--- src/crcr_pkg.sv ---
/*
  Shared constants and types of the CRC checksum result block:
  register offsets, field positions, reset values, polynomials, states.
  Assumes a 12-bit APB byte address and 32-bit data.
*/
package crcr_pkg;

  // Register byte offsets
  localparam logic [11:0] CRCR_OFS_CTRL   = 12'h000;
  localparam logic [11:0] CRCR_OFS_STATUS = 12'h004;
  localparam logic [11:0] CRCR_OFS_SUM    = 12'h008;
  localparam logic [11:0] CRCR_OFS_DATA   = 12'h00c;

  // Field positions
  localparam int CRCR_CTRL_EN_BIT     = 0;
  localparam int CRCR_CTRL_MODE32_BIT = 1;
  localparam int CRCR_STAT_BUSY_BIT   = 0;

  // Values after reset
  localparam logic [31:0] CRCR_SUM_RESET    = 32'h0000_0000;
  localparam logic        CRCR_EN_RESET     = 1'b0;
  localparam logic        CRCR_MODE32_RESET = 1'b0;

  // Generator polynomials, normal form, shifted most significant bit first
  localparam logic [31:0] CRCR_POLY32 = 32'h04c1_1db7;
  localparam logic [15:0] CRCR_POLY16 = 16'h1021;

  // Bit steps per data byte, counted 0..7
  localparam logic [2:0] CRCR_LAST_BIT = 3'h7;

  // Engine states, Gray coded
  typedef enum logic [1:0] {
    CRCR_ST_IDLE = 2'b00,
    CRCR_ST_RUN  = 2'b01
  } crcr_state_t;

endpackage

--- src/crcr_eng_if.sv ---
/*
  Carrier between the register front end and the CRC engine.
  Assumes both ends run on the same pclk.
*/
`timescale 1ns/1ns
`default_nettype none

interface crcr_eng_if;
  logic        load;       // Software preset of the checksum
  logic [31:0] load_val;
  logic        start;      // Begin one byte
  logic [7:0]  start_data;
  logic        enable;     // Module enable, low aborts
  logic        mode32;     // 1: CRC-32, 0: CRC-16
  logic        busy;
  logic [31:0] sum;

  modport ctl (output load, output load_val, output start, output start_data,
               output enable, output mode32, input busy, input sum);
  modport eng (input load, input load_val, input start, input start_data,
               input enable, input mode32, output busy, output sum);
endinterface

`default_nettype wire

--- src/crcr_top.sv ---
/*
  CRC checksum result block with APB slave front end.
  Holds control (enable, width select), status (busy), checksum and
  data registers; the engine and read formatter are instantiated here.
  Assumes an APB master on pclk with 12-bit byte addresses.
*/
`timescale 1ns/1ns
`default_nettype none

module crcr_top
  import crcr_pkg::*;
(
  input  wire logic        pclk,
  input  wire logic        presetn,
  input  wire logic        psel,
  input  wire logic        penable,
  input  wire logic        pwrite,
  input  wire logic [11:0] paddr,
  input  wire logic [31:0] pwdata,
  input  wire logic [3:0]  pstrb,
  output logic      [31:0] prdata,
  output logic             pready,
  output logic             pslverr
);

  typedef struct packed {
    logic        en;
    logic        mode32;
    logic [31:0] prdata;
    logic        pready;
    logic        pslverr;
  } crcr_top_st_t;

  crcr_top_st_t s_r;
  crcr_top_st_t s_nxt;

  crcr_eng_if  e ();
  logic [31:0] sum_rd;
  logic [31:0] wmask;
  logic        setup;
  logic        commit;
  logic        mapped;

  crcr_engine u_engine (
    .pclk    (pclk),
    .presetn (presetn),
    .e       (e)
  );

  crcr_rdfmt u_rdfmt (
    .sum    (e.sum),
    .mode32 (s_r.mode32),
    .busy   (e.busy),
    .rd     (sum_rd)
  );

  // Byte lanes widened to a bit mask
  for (genvar b = 0; b < 4; b++) begin : g_mask
    assign wmask[8*b +: 8] = {8{pstrb[b]}};
  end

  // Setup cycle is taken once; commit is the edge with pready high
  assign setup  = psel && !penable && !s_r.pready;
  assign commit = psel && penable && s_r.pready;
  assign mapped = (paddr == CRCR_OFS_CTRL) || (paddr == CRCR_OFS_STATUS) ||
                  (paddr == CRCR_OFS_SUM)  || (paddr == CRCR_OFS_DATA);

  // Requests to the engine, issued at the commit edge
  always_comb begin
    e.enable     = s_r.en;
    e.mode32     = s_r.mode32;
    e.load       = commit && pwrite && !s_r.pslverr && (paddr == CRCR_OFS_SUM) && !s_r.en;
    e.load_val   = (e.sum & ~wmask) | (pwdata & wmask);
    e.start      = commit && pwrite && !s_r.pslverr && (paddr == CRCR_OFS_DATA) &&
                   pstrb[0] && s_r.en && !e.busy;
    e.start_data = pwdata[7:0];
  end

  // Bus side next state
  always_comb begin
    s_nxt = s_r;
    if (setup) begin
      // Read data captured at setup, held through the access phase
      s_nxt.pready  = 1'b1;
      s_nxt.pslverr = !mapped;
      s_nxt.prdata  = 32'h0000_0000;
      if (!pwrite) begin
        case (paddr)
          CRCR_OFS_CTRL: begin
            s_nxt.prdata[CRCR_CTRL_EN_BIT]     = s_r.en;
            s_nxt.prdata[CRCR_CTRL_MODE32_BIT] = s_r.mode32;
          end
          CRCR_OFS_STATUS: begin
            s_nxt.prdata[CRCR_STAT_BUSY_BIT] = e.busy;
          end
          CRCR_OFS_SUM: begin
            s_nxt.prdata = sum_rd;
          end
          default: begin
            s_nxt.prdata = 32'h0000_0000;
          end
        endcase
      end
    end else if (commit) begin
      s_nxt.pready  = 1'b0;
      s_nxt.pslverr = 1'b0;
      if (pwrite && (paddr == CRCR_OFS_CTRL) && pstrb[0]) begin
        // Clearing enable aborts a running byte
        s_nxt.en     = pwdata[CRCR_CTRL_EN_BIT];
        s_nxt.mode32 = pwdata[CRCR_CTRL_MODE32_BIT];
      end
    end else begin
      // Master dropped the request early
      s_nxt.pready  = 1'b0;
      s_nxt.pslverr = 1'b0;
    end
  end

  // State register
  always_ff @(posedge pclk or negedge presetn) begin
    if (!presetn) begin
      s_r.en      <= CRCR_EN_RESET;
      s_r.mode32  <= CRCR_MODE32_RESET;
      s_r.prdata  <= 32'h0000_0000;
      s_r.pready  <= 1'b0;
      s_r.pslverr <= 1'b0;
    end else begin
      s_r <= s_nxt;
    end
  end

  assign prdata  = s_r.prdata;
  assign pready  = s_r.pready;
  assign pslverr = s_r.pslverr;

endmodule

`default_nettype wire

--- src/crcr_engine.sv ---
/*
  CRC engine: holds the checksum register and shifts one byte per
  start, one bit per clock. Assumes the front end only loads while
  disabled and only starts while enabled and idle.
*/
`timescale 1ns/1ns
`default_nettype none

module crcr_engine
  import crcr_pkg::*;
(
  input  wire logic pclk,
  input  wire logic presetn,
  crcr_eng_if.eng   e
);

  typedef struct packed {
    crcr_state_t st;
    logic [2:0]  cnt;
    logic [7:0]  data;
    logic [31:0] sum;
  } crcr_eng_st_t;

  crcr_eng_st_t s_r;
  crcr_eng_st_t s_nxt;

  // Next state: preset, start, bit step, abort
  always_comb begin
    logic fb;
    fb    = 1'b0;
    s_nxt = s_r;
    case (s_r.st)
      CRCR_ST_IDLE: begin
        if (e.load) begin
          s_nxt.sum = e.load_val;
        end else if (e.enable && e.start) begin
          s_nxt.data = e.start_data;
          s_nxt.cnt  = 3'h0;
          s_nxt.st   = CRCR_ST_RUN;
        end
      end
      CRCR_ST_RUN: begin
        if (!e.enable) begin
          // Abort leaves the partial sum in place
          s_nxt.st = CRCR_ST_IDLE;
        end else begin
          if (e.mode32) begin
            fb        = s_r.sum[31] ^ s_r.data[7];
            s_nxt.sum = {s_r.sum[30:0], 1'b0} ^ (fb ? CRCR_POLY32 : 32'h0000_0000);
          end else begin
            // Upper half untouched in 16-bit mode
            fb               = s_r.sum[15] ^ s_r.data[7];
            s_nxt.sum[15:0]  = {s_r.sum[14:0], 1'b0} ^ (fb ? CRCR_POLY16 : 16'h0000);
          end
          s_nxt.data = {s_r.data[6:0], 1'b0};
          s_nxt.cnt  = s_r.cnt + 3'h1;
          if (s_r.cnt == CRCR_LAST_BIT) begin
            s_nxt.st = CRCR_ST_IDLE;
          end
        end
      end
      default: begin
        s_nxt.st = CRCR_ST_IDLE;
      end
    endcase
  end

  // State register
  always_ff @(posedge pclk or negedge presetn) begin
    if (!presetn) begin
      s_r.st   <= CRCR_ST_IDLE;
      s_r.cnt  <= 3'h0;
      s_r.data <= 8'h00;
      s_r.sum  <= CRCR_SUM_RESET;
    end else begin
      s_r <= s_nxt;
    end
  end

  // Status back to the front end
  assign e.busy = (s_r.st == CRCR_ST_RUN);
  assign e.sum  = s_r.sum;

endmodule

`default_nettype wire

--- src/crcr_rdfmt.sv ---
/*
  Read formatter of the checksum: reversal and complement for a
  finished CRC-32, raw value otherwise, upper half zero in CRC-16.
  Purely combinational; the caller registers the result.
*/
`timescale 1ns/1ns
`default_nettype none

module crcr_rdfmt (
  input  wire logic [31:0] sum,
  input  wire logic        mode32,
  input  wire logic        busy,
  output logic      [31:0] rd
);

  logic [31:0] rev;

  // Bit i swaps with bit 31-i
  for (genvar i = 0; i < 32; i++) begin : g_rev
    assign rev[i] = sum[31 - i];
  end

  // Only a settled CRC-32 is presented in final form
  always_comb begin
    if (!mode32) begin
      rd = {16'h0000, sum[15:0]};
    end else if (busy) begin
      rd = sum;
    end else begin
      rd = ~rev;
    end
  end

endmodule

`default_nettype wire

--- config.mk ---
export PLATFORM = sky130hd
export DESIGN_NAME = crcr_top
export DESIGN_NICKNAME = d
export VERILOG_FILES = /design/src/crcr_pkg.sv /design/src/crcr_eng_if.sv /design/src/crcr_top.sv /design/src/crcr_engine.sv /design/src/crcr_rdfmt.sv
export SDC_FILE = /design/constraint.sdc
export NUM_CORES = 1
export LEC_CHECK = 0
export CORE_ASPECT_RATIO = 0.75
export CORE_UTILIZATION = 55
export DETAILED_ROUTE_END_ITERATION = 8
export DONT_BUFFER_PORTS = 1
export PLACE_DENSITY = 0.7
export SLEW_MARGIN = 20
export SYNTH_ARGS = -nofsm -noshare
export SYNTH_HDL_FRONTEND = slang
export SYNTH_SLANG_ARGS = --single-unit
--- constraint.sdc ---
create_clock -name pclk -period 1.8 [get_ports pclk]
set_input_delay 0.09 -clock pclk [delete_from_list [all_inputs] [get_ports pclk]]
set_output_delay 0.09 -clock pclk [all_outputs]
set_load 0.05 [all_outputs]
==> results.cfg <==
[detailed_routing]
ant_nets = 0
dr.pass1.iters = 5
avgRoutedWirePerCell_um = 19.6
drt_iter0_markers = 306
vias = 3502
drt-total-wl_mm = 11.0
viasPerCell = 6.24
drc_errors = 0

[timing]
worst_slack_ps = -41.9
worst_pin_slew_ps = 502
slew_headroom_pct = 66.4
setup-violations-final = 16
hold_viol_final = 81
fmax_mhz = 543
period_share_pct = 102
holdWs_ps = -587
finalMaxSlewViolations = 0
finalCriticalPeriod_ps = 1840
rsz0062_at_grt = yes
skew_ps = 12.8

[floorplan]
core_um2 = 7430
io_pins = 87
die_area_um2 = 8120
std_cell_rows = 27
initial_utilization_pct = 57.4
dieWidth_um = 104
die_height_um = 78.3

[setup_path]
critPathKind = reg -> reg
crit_required_ps = 2040
start_kind = flip-flop
crit_path_max_fanout = 8
worstPathArrival_ps = 2080
cp-end-kind = flip-flop

[status]
outcome = finished, violations left
violations = negative hold slack, negative setup slack

[clocking]
clockBufferDepth = 2
cts_tree = yes
cts_root_buf = clkbuf_8
cts_buffers = 9
cts.sinks = 80
path_clk_slew_ps = 90
ctsHtreeMaxLevel = 3
clock_latency_ps = 360

[power]
cellPowerDensity_nw_per_um2 = 718
power_leakage_uw = 0.00225
total_power_uw = 3630
vdd_drop_max_v = 0.000574

[synthesis]
syn_inst = 424
synth_nets = 479
ys.flop_type = dfrtp_1
ys_seq_elements = 80
seq_area_frac_synth_pct = 46.9
syn_avg_cell_area_um2 = 10.1
synth_edf_count = 0
ys_async_sr_fraction_pct = 100
syn_area_um2 = 4270
ys_types = 53
yosys_warnings = 0

[finish]
area.growth.synth_to_final_pct = 18.5
nets = 510
antenna_cells = 0
layout_common_cells = dfrtp_1 (77), nand2_1 (45), o21ai_0 (37)
regArea_um2 = 2010
final_common_cell = dfrtp_1
post-route-util_pct = 68.0
multiInputGateArea_um2 = 2150
fillers = 598
drive_gt1_share_pct = 18.7

[min_path]
min_path_type = in -> async

[run]
max_cap_violations = 0

[global_route]
grt_pass1_vias = 3394
track_usage_pct = 28.2
grt_pass1_wl_mm = 17.9
grt_max_degree = 81
overflow = 0
antenna_found_initial = 0

[place]
gp_congestion = 0.829
dp_hpwl_mm = 7.41
numPortBuffers = 0
-- metrics by stage --
step,area (µm²),hold WS [ps],setup TNS (ps),cells,worst slack [ps]
after floorplan,4280,-206,-212,424,-57.1
after global placement,4490,-203,-1210,517,-126
after CTS,5030,-598,-538,560,-39.3
final,5060,-587,-365,561,-41.9
after global routing,5060,-600,-1610,561,-89.1
after detailed placement,4490,-204,-1570,517,-144
-- logic make-up (layout without fill, tap and decap cells) --
logic type / after synthesis / after routing / share of synthesized area (%)
AO/OA/AOI/OAI: 135 / 135 / 22.4
AND/OR/NAND/NOR: 120 / 120 / 14.1
multiplexers: 34 / 34 / 8.89
adder cells (fa/ha/maj): 2 / 2 / 0.586
XOR/XNOR: 15 / 15 / 3.40
buffers and inverters: 38 / 74 / 3.72
flip-flops: 80 / 80 / 46.9
-- Yosys cell counts, types with 2 or more instances --
master    count  share of area [%]
or2_2         2               0.29
o221ai_1      7                1.4
ha_1          2               0.59
mux2_2       21                5.5
o21ai_1       2               0.23
nor3_1        2               0.23
dfrtp_1      80                 47
nand2_1      45                4.0
o311ai_0      2               0.41
nor4_2        2               0.59
a211oi_1      7                1.2
o21ai_0      37                4.3
buf_1         4               0.35
o22ai_1       2               0.29
mux2i_1       3               0.70
a32oi_4       2                1.3
xnor2_1       5                1.0
inv_1         6               0.53
nand3_1       4               0.47
nand4_1       5               0.73
a41oi_1       7                1.4
o211ai_1      9                1.6
nand2b_1      2               0.29
and3_1        2               0.29
nor2_1       36                3.2
o32ai_1       2               0.41
a21oi_1      32                3.8
a221o_1       3               0.70
mux2_1       10                2.6
buf_2         7               0.82
a22o_1       17                3.5
clkbuf_1     20                1.8
nor2b_1       9                1.3
xor2_1        9                1.8
-- power by group --
group | leakage [µW] | switching [µW] | total (µW) | internal [µW]
Clock | 0.000123 | 694 | 1660 | 967
Sequential | 0.00103 | 2.11 | 1800 | 1800
Combinational | 0.00109 | 77.1 | 167 | 90.2
-- final timing paths --
kind | depth (start not counted) | slack [ps] | end | startpoint
worst max register to register | 4 | -40 | flip-flop | u_engine.s_r[43]
worst min-delay path | 0 | -590 | prdata[1] | presetn
worst min register to register | 1 | 490 | u_engine.s_r[40] | u_engine.s_r[40]
min in group pclk | 2 | -20 | flip-flop | pstrb[1]
worst max-delay path | 4 | -40 | flip-flop | u_engine.s_r[43]
max in group asynchronous | 0 | 2230 | async pin | presetn
-- final cells by class --
| type | instances | share of cell area (%) |
|---|---|---|
| clock buffers | 10 | 2.72 |
| clock inverters | 6 | 2.28 |
| inverters | 6 | 0.445 |
| multi-input cells | 306 | 42.5 |
| flip-flops and latches | 80 | 39.7 |
| well taps | 101 | 2.50 |
| repair buffers | 52 | 9.87 |
-- metal layers --
metal	global-route usage, %	wire length, µm	share of wire, %	vias up
met5	0	0	0	-
met4	6.57	93	0.85	0
met3	6.81	792	7.2	12
met2	42.7	4950	45	140
met1	40.9	5150	47	1725
li1	-	-	-	1625
-- what timing repair did --
| action | CTS | global route |
|---|---|---|
| setup endpoints to repair | 34 | 48 |
| hold buffers | 26 | 1 |
| pin swaps | 0 | 6 |
| buffers inserted | 1 | 0 |
| resized for setup | 6 | 3 |
| hold endpoints to repair | 104 | 81 |
-- critical path, stage by stage, from the launching register on --
cell and delay, ps:
dfrtp_2 400, or4_4 580, nor2_8 170, a32oi_4 220
mux2_1 350
Note: power is estimated with default switching activity, not from simulation.
